`config.mk`:
```
export PLATFORM = sky130hd
export DESIGN_NAME = mpe_pwm
export DESIGN_NICKNAME = d
export VERILOG_FILES = /design/src/mpe_pkg.sv /design/src/mpe_pwm.sv
export VERILOG_INCLUDE_DIRS = /design/src /design/src/src
export SDC_FILE = /design/constraint.sdc
export NUM_CORES = 2
export LEC_CHECK = 0
export ABC_CLOCK_PERIOD_IN_PS = 16450
export BUFFER_PORTS_ARGS = -buffer_cell sky130_fd_sc_hd__buf_2
export CELL_PAD_IN_SITES_DETAIL_PLACEMENT = 1
export CELL_PAD_IN_SITES_GLOBAL_PLACEMENT = 2
export CORE_UTILIZATION = 46
export CTS_BUF_LIST = sky130_fd_sc_hd__clkbuf_16
export DETAILED_ROUTE_END_ITERATION = 16
export PLACE_DENSITY_LB_ADDON = 0.1
export RECOVER_POWER = 25
export SYNTH_ARGS = -nofsm -noshare
export SYNTH_HDL_FRONTEND = slang
export SYNTH_SLANG_ARGS = --single-unit
export TNS_END_PERCENT = 30
```
`constraint.sdc`:
```
create_clock -name i_clk -period 16.45 [get_ports i_clk]
set_clock_uncertainty 0.2 [all_clocks]
set_input_delay 1.645 -clock i_clk [delete_from_list [all_inputs] [get_ports i_clk]]
set_output_delay 1.645 -clock i_clk [all_outputs]
set_load 0.05 [all_outputs]
```
`src/mpe_params.svh`:
```
/*
  Register indices, control bit positions, reset values and counts for the
  multimode pulse_modulator edge generator. Included by the package.
*/
`ifndef MPE_PARAMS_SVH
`define MPE_PARAMS_SVH
`define MPE_NREG 25
`define MPE_R_CTRL 5'h00
`define MPE_R_PERIOD 5'h01
`define MPE_R_EV1 5'h02
`define MPE_R_EV2 5'h03
`define MPE_R_EV3 5'h04
`define MPE_R_EV4 5'h05
`define MPE_R_CADJA 5'h06
`define MPE_R_CADJB 5'h07
`define MPE_R_ASOFF 5'h08
`define MPE_R_PHASE 5'h09
`define MPE_R_ST1 5'h0a
`define MPE_R_ST2 5'h0b
`define MPE_R_BLAB 5'h0c
`define MPE_R_BLAE 5'h0d
`define MPE_R_BLBB 5'h0e
`define MPE_R_BLBE 5'h0f
`define MPE_R_VIN 5'h10
`define MPE_R_VOUT 5'h11
`define MPE_R_SRSTEP 5'h12
`define MPE_R_LOUP 5'h13
`define MPE_R_LODN 5'h14
`define MPE_R_HIUP 5'h15
`define MPE_R_HIDN 5'h16
`define MPE_R_CFGMID 5'h17
`define MPE_R_CFGHI 5'h18
`define MPE_R_CNT 5'h19
`define MPE_R_STAT 5'h1a
`define MPE_R_SRON 5'h1b
`define MPE_R_IDEAL 5'h1c
`define MPE_B_PHSEL 3
`define MPE_B_ASHALF 4
`define MPE_B_AUTO 5
`define MPE_B_SREN 6
`define MPE_PERIOD_RST 16'h00ff
`define MPE_DIV_LEN 6'h20
`endif

```
`src/mpe_pkg.sv`:
```
/*
  Types of the multimode pulse_modulator edge generator: modes and the state
  record. Assumes mpe_params.svh is on the include path.
*/
`include "mpe_params.svh"
package mpe_pkg;
  typedef enum logic [2:0] {
    MPE_NORMAL = 3'b000,
    MPE_MULTI = 3'b001,
    MPE_RESON = 3'b010,
    MPE_TRI = 3'b011,
    MPE_LEAD = 3'b100
  } mpe_mode_t;
  typedef struct packed {
    logic [`MPE_NREG-1:0][15:0] regs;
    logic [15:0] cnt;
    logic [15:0] period;
    mpe_mode_t mode;
    logic [1:0] lvl;
    logic [15:0] ar;
    logic [15:0] af;
    logic [15:0] br;
    logic [15:0] bf;
    logic [15:0] as;
    logic [15:0] ph;
    logic aen;
    logic asen;
    logic oa;
    logic ob;
    logic bla;
    logic blb;
    logic st1;
    logic st2;
    logic asp;
    logic php;
    logic [15:0] rdata;
    logic [15:0] sr_on;
    logic [15:0] ideal;
    logic [5:0] dcnt;
    logic [31:0] dnum;
    logic [31:0] dq;
    logic [16:0] drem;
  } mpe_state_t;
endpackage : mpe_pkg

```
`src/mpe_pwm.sv`:
```
/*
  Edge placement for one pulse_modulator channel pair A and B with register
  port, automatic mode selection, sync FET ramp and diode_emulation_ontime.
  Assumes filter duty and period inputs are synchronous to i_clk.
*/
// Summary of operation
// - Period counter counts 0 to period_limit, wraps to zero, repeats.
// - A signal changes when the counter equals its target count.
// - Normal: A rises at Event1, falls at Event1+duty+adjust A.
// - Normal: B rises at A fall plus Event3-Event2, falls at Event4.
// - Adaptive sample at Event1 plus offset plus duty or half duty, minus duty in leading.
// - Normal mode ignores adjust B.
// - Sample triggers and blanking windows come straight from registers.
// - Phase trigger selectable between phase register and filter duty.
// - Multi: A as normal; B rises Event3, falls Event3+duty+adjust B.
// - Multi: Event2 and Event4 affect no edge.
// - Multi: B may wrap the period boundary; A is clamped inside it.
// - Resonant: both on for duty minus mean dead time, period from filter.
// - Resonant: only A rise is fixed; other edges follow filter.
// - Triangular: A silent; B centred on half period with adjusts.
// - Triangular: no adaptive sample trigger.
// - Leading: A falls Event1, rises Event1-duty+adjust A.
// - Leading: B rises Event4, falls at A rise minus Event2-Event3.
// - Sync FET on-time zero until nominal, then ramps per period.
// - Ideal on-time is duty times (vin-vout) over vout.
// - Mode changes happen in hardware without firmware action.
// - Auto mode picks base, mid or high configuration by filter duty.
// - Thresholds form hysteresis pairs between configuration levels.
`timescale 1ns/10ps
module mpe_pwm (
  // Clock and reset.
  input wire logic i_clk,
  input wire logic i_nrst,
  // Register port.
  input wire logic [4:0] i_addr,
  input wire logic [15:0] i_wdata,
  input wire logic i_wr,
  input wire logic i_rd,
  output logic [15:0] o_rdata,
  // Filter and supply status.
  input wire logic [15:0] i_filt_duty,
  input wire logic [15:0] i_filt_period,
  input wire logic i_vout_nominal,
  // Timing outputs.
  output logic o_pwm_a,
  output logic o_pwm_b,
  output logic o_blank_a,
  output logic o_blank_b,
  output logic o_samp1,
  output logic o_samp2,
  output logic o_asamp,
  output logic o_phase_trig,
  output logic [15:0] o_sr_ontime
);
  mpe_pkg::mpe_state_t s;
  mpe_pkg::mpe_state_t n;
  mpe_pkg::mpe_mode_t md;
  logic [15:0] c;
  logic [15:0] d;
  logic [15:0] np;
  logic [16:0] t17;
  logic [16:0] rem;
  logic [15:0] on;
  logic [1:0] nl;
  logic fin;

  assign o_rdata = s.rdata;
  assign o_pwm_a = s.oa;
  assign o_pwm_b = s.ob;
  assign o_blank_a = s.bla;
  assign o_blank_b = s.blb;
  assign o_samp1 = s.st1;
  assign o_samp2 = s.st2;
  assign o_asamp = s.asp;
  assign o_phase_trig = s.php;
  assign o_sr_ontime = s.sr_on;

  always_comb begin
    n = s;
    c = s.regs[`MPE_R_CTRL];
    d = i_filt_duty;
    fin = (s.cnt == s.period);
    nl = s.lvl;
    md = s.mode;
    np = s.regs[`MPE_R_PERIOD];
    t17 = 17'h0;
    rem = 17'h0;
    on = 16'h0;
    n.st1 = 1'b0;
    n.st2 = 1'b0;
    n.asp = 1'b0;
    n.php = 1'b0;
    n.rdata = 16'h0;
    if (fin) begin
      n.cnt = 16'h0;
    end else begin
      n.cnt = s.cnt + 16'h1;
    end
    if (s.cnt == s.ar) begin
      n.oa = s.aen;
    end
    if (s.cnt == s.af || !s.aen) begin
      n.oa = 1'b0;
    end
    if (s.cnt == s.br) begin
      n.ob = 1'b1;
    end
    if (s.cnt == s.bf) begin
      n.ob = 1'b0;
    end
    n.st1 = (s.cnt == s.regs[`MPE_R_ST1]);
    n.st2 = (s.cnt == s.regs[`MPE_R_ST2]);
    if (s.cnt == s.regs[`MPE_R_BLAB]) begin
      n.bla = 1'b1;
    end
    if (s.cnt == s.regs[`MPE_R_BLAE]) begin
      n.bla = 1'b0;
    end
    if (s.cnt == s.regs[`MPE_R_BLBB]) begin
      n.blb = 1'b1;
    end
    if (s.cnt == s.regs[`MPE_R_BLBE]) begin
      n.blb = 1'b0;
    end
    n.asp = s.asen && (s.cnt == s.as);
    n.php = (s.cnt == s.ph);
    // Serial divide, one quotient bit per clock.
    if (s.dcnt != 6'h0) begin
      rem = {s.drem[15:0], s.dnum[31]};
      n.dnum = {s.dnum[30:0], 1'b0};
      if (rem >= {1'b0, s.regs[`MPE_R_VOUT]}) begin
        n.drem = rem - {1'b0, s.regs[`MPE_R_VOUT]};
        n.dq = {s.dq[30:0], 1'b1};
      end else begin
        n.drem = rem;
        n.dq = {s.dq[30:0], 1'b0};
      end
      n.dcnt = s.dcnt - 6'h1;
      if (s.dcnt == 6'h1) begin
        n.ideal = (n.dq[31:16] != 16'h0) ? 16'hffff : n.dq[15:0];
      end
    end
    // Period start: every edge, adaptive sample and phase target for the next period is taken at once.
    if (fin) begin
      if (!c[`MPE_B_AUTO]) begin
        nl = 2'h0;
      end else begin
        case (s.lvl)
          2'h0: begin
            if (d > s.regs[`MPE_R_LOUP]) begin
              nl = 2'h1;
            end
          end
          2'h1: begin
            if (d > s.regs[`MPE_R_HIUP]) begin
              nl = 2'h2;
            end else if (d < s.regs[`MPE_R_LODN]) begin
              nl = 2'h0;
            end
          end
          default: begin
            if (d < s.regs[`MPE_R_HIDN]) begin
              nl = 2'h1;
            end
          end
        endcase
      end
      n.lvl = nl;
      // Mode taken from the selected set with no firmware step.
      if (nl == 2'h1) begin
        md = mpe_pkg::mpe_mode_t'(s.regs[`MPE_R_CFGMID][2:0]);
      end else if (nl == 2'h2) begin
        md = mpe_pkg::mpe_mode_t'(s.regs[`MPE_R_CFGHI][2:0]);
      end else begin
        md = mpe_pkg::mpe_mode_t'(c[2:0]);
      end
      // Resonant period comes from the filter.
      if (md == mpe_pkg::MPE_RESON) begin
        np = i_filt_period;
      end
      n.period = np;
      n.mode = md;
      n.aen = 1'b1;
      n.asen = 1'b1;
      // A rise and fall, shared by normal and multi.
      n.ar = s.regs[`MPE_R_EV1];
      n.af = s.regs[`MPE_R_EV1] + d + s.regs[`MPE_R_CADJA];
      // Adaptive sample, full or half duty.
      n.as = s.regs[`MPE_R_EV1] + s.regs[`MPE_R_ASOFF]
        + (c[`MPE_B_ASHALF] ? {1'b0, d[15:1]} : d);
      case (md)
        mpe_pkg::MPE_MULTI: begin
          // A clamped to the period, B wraps past it.
          t17 = {1'b0, n.af};
          if (t17 > {1'b0, np}) begin
            n.af = np;
          end
          // B from Event3 and adjust B.
          n.br = s.regs[`MPE_R_EV3];
          t17 = {1'b0, s.regs[`MPE_R_EV3]} + {1'b0, d}
            + {1'b0, s.regs[`MPE_R_CADJB]};
          if (t17 > {1'b0, np}) begin
            t17 = t17 - {1'b0, np} - 17'h1;
          end
          n.bf = t17[15:0];
        end
        mpe_pkg::MPE_RESON: begin
          // Event2 and Event4 hold the two dead times.
          t17 = {1'b0, s.regs[`MPE_R_EV2]} + {1'b0, s.regs[`MPE_R_EV4]};
          on = d - t17[16:1];
          n.af = s.regs[`MPE_R_EV1] + on;
          n.br = n.af + s.regs[`MPE_R_EV2];
          n.bf = n.br + on;
        end
        mpe_pkg::MPE_TRI: begin
          n.aen = 1'b0;
          n.asen = 1'b0;
          n.br = {1'b0, np[15:1]} - {1'b0, d[15:1]} + s.regs[`MPE_R_CADJA];
          n.bf = {1'b0, np[15:1]} + {1'b0, d[15:1]} + s.regs[`MPE_R_CADJB];
        end
        mpe_pkg::MPE_LEAD: begin
          n.af = s.regs[`MPE_R_EV1];
          n.ar = s.regs[`MPE_R_EV1] - d + s.regs[`MPE_R_CADJA];
          n.as = s.regs[`MPE_R_EV1] + s.regs[`MPE_R_ASOFF]
            - (c[`MPE_B_ASHALF] ? {1'b0, d[15:1]} : d);
          // B keeps a fixed gap before A rise.
          n.br = s.regs[`MPE_R_EV4];
          n.bf = n.ar - (s.regs[`MPE_R_EV2] - s.regs[`MPE_R_EV3]);
        end
        default: begin
          // B follows A fall by Event3-Event2.
          n.br = n.af + (s.regs[`MPE_R_EV3] - s.regs[`MPE_R_EV2]);
          n.bf = s.regs[`MPE_R_EV4];
        end
      endcase
      n.ph = c[`MPE_B_PHSEL] ? d : s.regs[`MPE_R_PHASE];
      // Start a new on-time calculation each period.
      if (s.regs[`MPE_R_VIN] > s.regs[`MPE_R_VOUT]) begin
        n.dnum = {16'h0, d} * {16'h0, s.regs[`MPE_R_VIN] - s.regs[`MPE_R_VOUT]};
      end else begin
        n.dnum = 32'h0;
      end
      n.dq = 32'h0;
      n.drem = 17'h0;
      n.dcnt = `MPE_DIV_LEN;
      // Ramp rises at most one step per period toward the ideal value; a lower ideal value is taken at once.
      if (!c[`MPE_B_SREN] || !i_vout_nominal) begin
        n.sr_on = 16'h0;
      end else begin
        t17 = {1'b0, s.sr_on} + {1'b0, s.regs[`MPE_R_SRSTEP]};
        n.sr_on = (t17 >= {1'b0, s.ideal}) ? s.ideal : t17[15:0];
      end
    end
    // Register writes; writes above the table are dropped.
    if (i_wr && i_addr < `MPE_R_CNT) begin
      n.regs[i_addr] = i_wdata;
    end
    if (i_rd) begin
      if (i_addr < `MPE_R_CNT) begin
        n.rdata = s.regs[i_addr];
      end else if (i_addr == `MPE_R_CNT) begin
        n.rdata = s.cnt;
      end else if (i_addr == `MPE_R_STAT) begin
        n.rdata = {11'h0, s.lvl, s.mode};
      end else if (i_addr == `MPE_R_SRON) begin
        n.rdata = s.sr_on;
      end else if (i_addr == `MPE_R_IDEAL) begin
        n.rdata = s.ideal;
      end else begin
        n.rdata = 16'h0;
      end
    end
  end

  always_ff @(posedge i_clk or negedge i_nrst) begin
    if (!i_nrst) begin
      s <= '0;
      s.regs[`MPE_R_PERIOD] <= `MPE_PERIOD_RST;
      // Latched period starts at the register value so count zero is never doubled.
      s.period <= `MPE_PERIOD_RST;
    end else begin
      s <= n;
    end
  end
endmodule : mpe_pwm

```
# Yosys cells after proc, flatten, opt, wreduce, memory -nomap -nowiden
# Index checks and enable logic that the tools add are counted.
[classes]
addsub = 29
mul = 1
magnitude_cmp = 12
eq_ne = 25
n_mux = 49
reduce_logical = 17
[op_table]
columns = ["operator", "count"]
rows = [
  ["400-bit bitwise mux", 1],
  ["16-bit 2-to-1 mux", 20],
  ["16-bit == test", 13],
  ["16-bit adder", 11],
  ["87-bit 2-to-1 mux", 2],
  ["32-bit case mux with 4 select lines", 1],
  ["16-bit subtractor", 8],
  ["16-bit binary-select mux with 5-bit select", 1],
  ["16-bit demux with 5-bit select", 1],
  ["16-bit greater-than comparator", 4],
  ["16-bit by 16-bit adder with 17-bit output", 3],
  ["49-bit 2-to-1 mux", 1],
  ["16-bit case mux with 3 select lines", 1],
  ["17-bit by 16-bit greater-or-equal comparator with 1-bit output", 2],
  ["16-bit < comparator", 2],
  ["16-bit by 16-bit multiplier with 32-bit output", 1],
  ["32-bit 2-to-1 mux", 1],
  ["5-bit == test, second input constant", 4],
  ["18-bit 2-to-1 mux", 1],
  ["17-bit by 16-bit adder with 17-bit output", 1],
  ["17-bit by 16-bit greater-than comparator with 1-bit output", 1],
  ["17-bit by 16-bit subtractor with 17-bit output", 1],
  ["15-bit by 15-bit adder with 16-bit output", 1],
  ["16-bit by 1-bit adder with 16-bit output, second input constant", 1],
  ["24 further kinds", 50],
]
[totals]
ff_bits = 676
inputBits = 58
out_inout_bits = 40
wordCells = 185

# Longest topological paths before layout
[logic_depth]
word_depth = 17
depth_mapped = 38
ltp_nobuf = 37

# Worst setup path after synthesis
# OpenSTA, ideal clock, no wires.
[synth_timing]
path_kind = "in2reg"
startpoint = "input i_filt_duty[5]"
endpoint = "register s[192] (netlist name)"
setup_ns = 0.126
arrival_ns = 7.978
required_ns = 16.124
setup_slack_ns = 8.146
stages = 29
n_path_buf = 2
cell_sequence = "ha_1 -> a21oi_1 -> o221a_2 -> o21ai_1 -> a2111oi_2 -> a21oi_2 -> o31ai_2 -> a22oi_2 -> a221o_1 -> buf_2 -> nor3_4 -> buf_4 -> mux2i_1 -> inv_1 -> fa_1 -> ha_1 -> fa_1 -> a21o_1 -> a21oi_1 -> nor2b_1 -> o21ai_0 -> a211oi_1 -> nor3_1 -> nor3_1 -> or4_1 -> and3_1 -> a221o_1 -> o21ai_0 -> a21oi_1"
[synth_between]
elab_chain_len = 17
elab_cells_between_ends = 38
cone_classes = "13 x add/sub; 5 x order compare; 6 x eq/ne; 14 x mux"
[synth_rtl]
columns = ["item", "line", "source"]
rows = [
  ["from (decl)", "mpe_pwm.sv:41", "input wire logic [15:0] i_filt_duty,"],
  ["16-bit < comparator", "mpe_pwm.sv:157", "end else if (d < s.regs[`MPE_R_LODN]) begin"],
  ["2-bit 2-to-1 mux", "mpe_pwm.sv:157", ""],
  ["2-bit 2-to-1 mux", "mpe_pwm.sv:155", "if (d > s.regs[`MPE_R_HIUP]) begin"],
  ["2-bit case mux with 2 select lines", "mpe_pwm.sv:148", "case (s.lvl)"],
  ["2-bit 2-to-1 mux", "mpe_pwm.sv:145", "if (!c[`MPE_B_AUTO]) begin"],
  ["2-bit 2-to-1 mux", "mpe_pwm.sv:144", "if (fin) begin"],
  ["2-bit == test", "mpe_pwm.sv:172", "end else if (nl == 2'h2) begin"],
  ["3-bit 2-to-1 mux", "mpe_pwm.sv:172", ""],
  ["3-bit 2-to-1 mux", "mpe_pwm.sv:170", "if (nl == 2'h1) begin"],
  ["3-bit 2-to-1 mux", "mpe_pwm.sv:144", ""],
  ["3-bit by 2-bit == test with 1-bit output", "mpe_pwm.sv:178, mpe_pwm.sv:191", ""],
  ["16-bit 2-to-1 mux", "mpe_pwm.sv:178", "if (md == mpe_pkg::MPE_RESON) begin"],
  ["16-bit 2-to-1 mux", "mpe_pwm.sv:144", ""],
  ["16-bit subtractor", "mpe_pwm.sv:203", "t17 = t17 - {1'b0, np} - 17'h1;"],
  ["16-bit by 1-bit subtractor with 16-bit output", "mpe_pwm.sv:203", ""],
  ["16-bit 2-to-1 mux", "mpe_pwm.sv:202", "if (t17 > {1'b0, np}) begin"],
  ["32-bit case mux with 4 select lines (*)", "mpe_pwm.sv:191", "case (md)"],
  ["to (signal assigned)", "mpe_pwm.sv:282", "s <= n;"],
  ["to (decl)", "mpe_pwm.sv:55", "mpe_pkg::mpe_state_t s;"],
]
# Every way passes the cells marked *; elsewhere a longest branch is shown, timed or not. The select of a mux whose other input is x is not followed.
# A chain may end at the register's enable or synchronous reset.

# Worst setup path in the final report
[layout_timing]
startpoint = "input i_filt_duty[0]"
endpoint = "register s[192] (netlist name)"
# Same word-level chain as after synthesis.

==> results.txt <==
- Total area of multi-input combinational cells: 38800 µm²
- Summed over all layers, the routed wires come to 253000 µm.
* Most common cell in the netlist: dfrtp_1
- CTS tree: done
- Combined buffer and inverter count along the critical path: 5
* Slew Limit Headroom: -303%
* Core area: 128000 µm²
- Post-synthesis instance area: 59200 µm²
- The number of clock buffers added by TritonCTS is 82.
- Vias in the first global route: 51110
* Number of placement rows: 131
* H-tree level count: 3
- Setup repair after global routing left no endpoint under its margin.
* Worst EP required: 16820 ps
- In the synthesized netlist the async set-or-reset flop fraction comes to 100%.
- Run status: finished with violations
* Most area-consuming cells after synthesis: dfrtp_1 (28%), fa_1 (11%), ha_1 (10%), mux2_2 (7.7%), xnor2_1 (5.2%)
- In this run the mean area of a mapped cell was 9.73 µm².
- Counting every net in the synthesized netlist gives 6940.
- 98 I/O pins were placed.
* Chip Height: 361 µm
- Ranked by instance count, the synthesized netlist is headed by dfrtp_1 (659), inv_1 (590), nand2_1 (546).
- At the pin with the least slew margin, the transition time is 6050 ps.
* Effective utilization at floorplan: 46.4%
* Setup Total Neg Slack: 0 ps
- In the final routed layout, each cell accounts on average for 32.4 µm.
* Number of antenna-violating nets in the routed design: 0
- Summed over all layers, the global routing overflow is 0.
* Total of max-cap violations: 6
- Detailed-routing iteration count for the pre-antenna-repair pass: 6
* Remaining routing DRC violations: 0
- For this run, the register share of the synthesized area comes to 28.6%.
* Crit path capture type: flop
* Setup violations, final: 0
- Of all nets on the critical path, the largest fanout is 35.
- Cell class contributing the biggest share of worst-path delay: compound AO/OA/AOI/OAI gates
- Number of vias per cell: 6.31
* Clock latency on the worst-skew pair: 720 ps
- The congestion estimate from routability-driven global placement came to 0.998.
- Dividing the final minimum period by the clock period gives 63.1%.
- Synthesis handed over a netlist of 6088 instances.
* Number of nets in the final layout: 6918
- Across the whole layout, storage elements account for 16900 µm².
- Post-CTS timing repair inserted 0 buffers for setup.
* Data arrival time of the critical path: 10740 ps
- The largest single stage delay on the critical path is 700 ps.
- The synthesized design contains 675 register bits.
- Pin count of the biggest net entering global routing: 143
- Among all flip-flop cells after synthesis, the most frequent one is dfrtp_1.
- Largest area contributor in the netlist: dfrtp_1
- DIE WIDTH: 361 µm
- Synthesis instantiated 91 different standard cells from the library.
- Number of fillers in the final layout: 14277
- Layout Area Growth over Synthesis: 8.38%
- The floorplan step defined a die boundary enclosing 130000 µm².
- Port buffering added 97 buffers.
- Yosys top cell area share: 27.8%
- For this run, the number of Yosys warnings is 0.
- Detailed placement ended at an HPWL of 190000 µm.
* Fmax: 96.4 MHz
- The synthesized design contains 0 enable-type register cells.
- The checks that failed: max-capacitance violations, max-slew violations.
- The number of antenna violations at the first check in global routing is 20.
- The number of hold violations in the final report was 0.
- Layout cells sized above 1: 14.8%
* Slowest cell on the critical path: mux2i_1
* Sinks on the clock net: 675
- The number of max-slew violations in the final report was 303.
* First-pass GRT wire length: 364000 µm
- Worst-case clock buffer depth: 3
- Number of hold buffers added after CTS: 0
* Worst Path Class, Setup: in2reg
- In this run the worst hold path is classified as reg2reg.
- Once the clock tree was built, the resizer swapped 0 gates to a different size.
* Clock-pin slew of the registers on the worst-case setup and hold paths: 70 ps
- Final period demand of the worst path: 10370 ps
* Via Count: 49239
- In the global route stage, overall resource usage came out at 38.9%.
* Buffer cell driving the clock tree root: clkbuf_16
- Count of routing violations after the opening detailed-route iteration: 4252
- The worst setup path is launched from an input pin.
[flip-flops by register name (all words and copies together) (netlist names)]
signal and cells:
s 619, o_asamp 1, o_samp2 1, o_phase_trig 1
o_samp1 1, o_blank_a 1, o_pwm_a 1, o_pwm_b 1
o_sr_ontime 16, o_blank_b 1, c 16, o_rdata 16
[final cells by class]
type | instances | share of cell area, %
multi-input cells | 4495 | 60.4
flip-flops and latches | 675 | 26.3
inverters | 590 | 3.45
well taps | 1662 | 3.24
clock buffers | 82 | 3.20
repair buffers | 222 | 2.25
clock inverters | 69 | 1.08
diodes | 8 | 0.0312
[tightest hold or removal path: cells and delay by family (launching register included)]
| family | cells | cell delay [ps] |
|---|---|---|
| compound gates | 1 | 50 |
| flops | 1 | 370 |
| simple gates | 1 | 50 |
[kinds of logic after synthesis]
family	share of synthesized area [%]
buffers and inverters	6.15
AND/OR/NAND/NOR	11.2
multiplexers	13.7
XOR/XNOR	7.13
AO/OA/AOI/OAI	12.4
flip-flops	28.6
adder cells (fa/ha/maj)	20.8
[routing by layer]
layer	track usage, %	routed length [µm]	vias up
li1	-	-	21050
met1	48.6	101000	25605
met2	61.9	115000	1944
met3	5.39	15600	634
met4	27.8	21100	6
met5	0	46	-
[cells in the final DEF (no fill, tap or decap), types with 22 or more instances in the layout]
cell type / n
a21boi_0: 22
o21bai_1: 33
ha_1: 480
a31oi_1: 60
inv_1: 604
xnor2_1: 350
fa_1: 314
o22ai_1: 44
buf_4: 115
o21ai_0: 255
or3_1: 30
clkbuf_16: 82
nor4_1: 35
a21o_1: 71
xor2_1: 131
nand2_1: 545
nor3_1: 73
buf_2: 94
nand3_1: 119
nor2b_1: 50
mux2_2: 406
nor2_1: 331
and3_1: 29
nand4_1: 71
o211ai_1: 22
o21a_1: 44
nand2b_1: 36
mux2i_1: 125
and2_1: 82
a211oi_1: 25
a21oi_1: 298
mux4_2: 103
dfrtp_1: 659
o21ai_1: 34
o22a_1: 22
[per-stage QoR]
step | utilization, % | instance area (µm²) | std cells | hold slack [ps] | setup slack [ps]
global route | 50.3 | 64200 | 7800 | 296 | 5730
global placement | 48.1 | 61500 | 7643 | 260 | 5630
floorplan | - | 59200 | 6088 | 243 | 8150
finish | 50.3 | 64200 | 7803 | 276 | 6080
detailed placement | 48.1 | 61500 | 7643 | 264 | 5550
CTS | 50.3 | 64200 | 7794 | 273 | 6270
[path summary, 6_finish.rpt]
kind | startpoint | end | slack, ps | depth (start not counted)
worst max-delay path | i_filt_duty[0] | s[192] | 6080 | 29
worst min-delay path | s[246] | s[246] | 280 | 2
worst max register to register | s[551] | s[80] | 6340 | 35
worst min register to register | s[246] | s[246] | 280 | 2
max in group asynchronous | i_nrst | s[184] | 7220 | 3
min in group asynchronous | i_nrst | s[20] | 2930 | 1
Power is left out: the tool's default activity adds up to more than one toggle a clock period on the data nets, which glitch-free logic cannot reach.
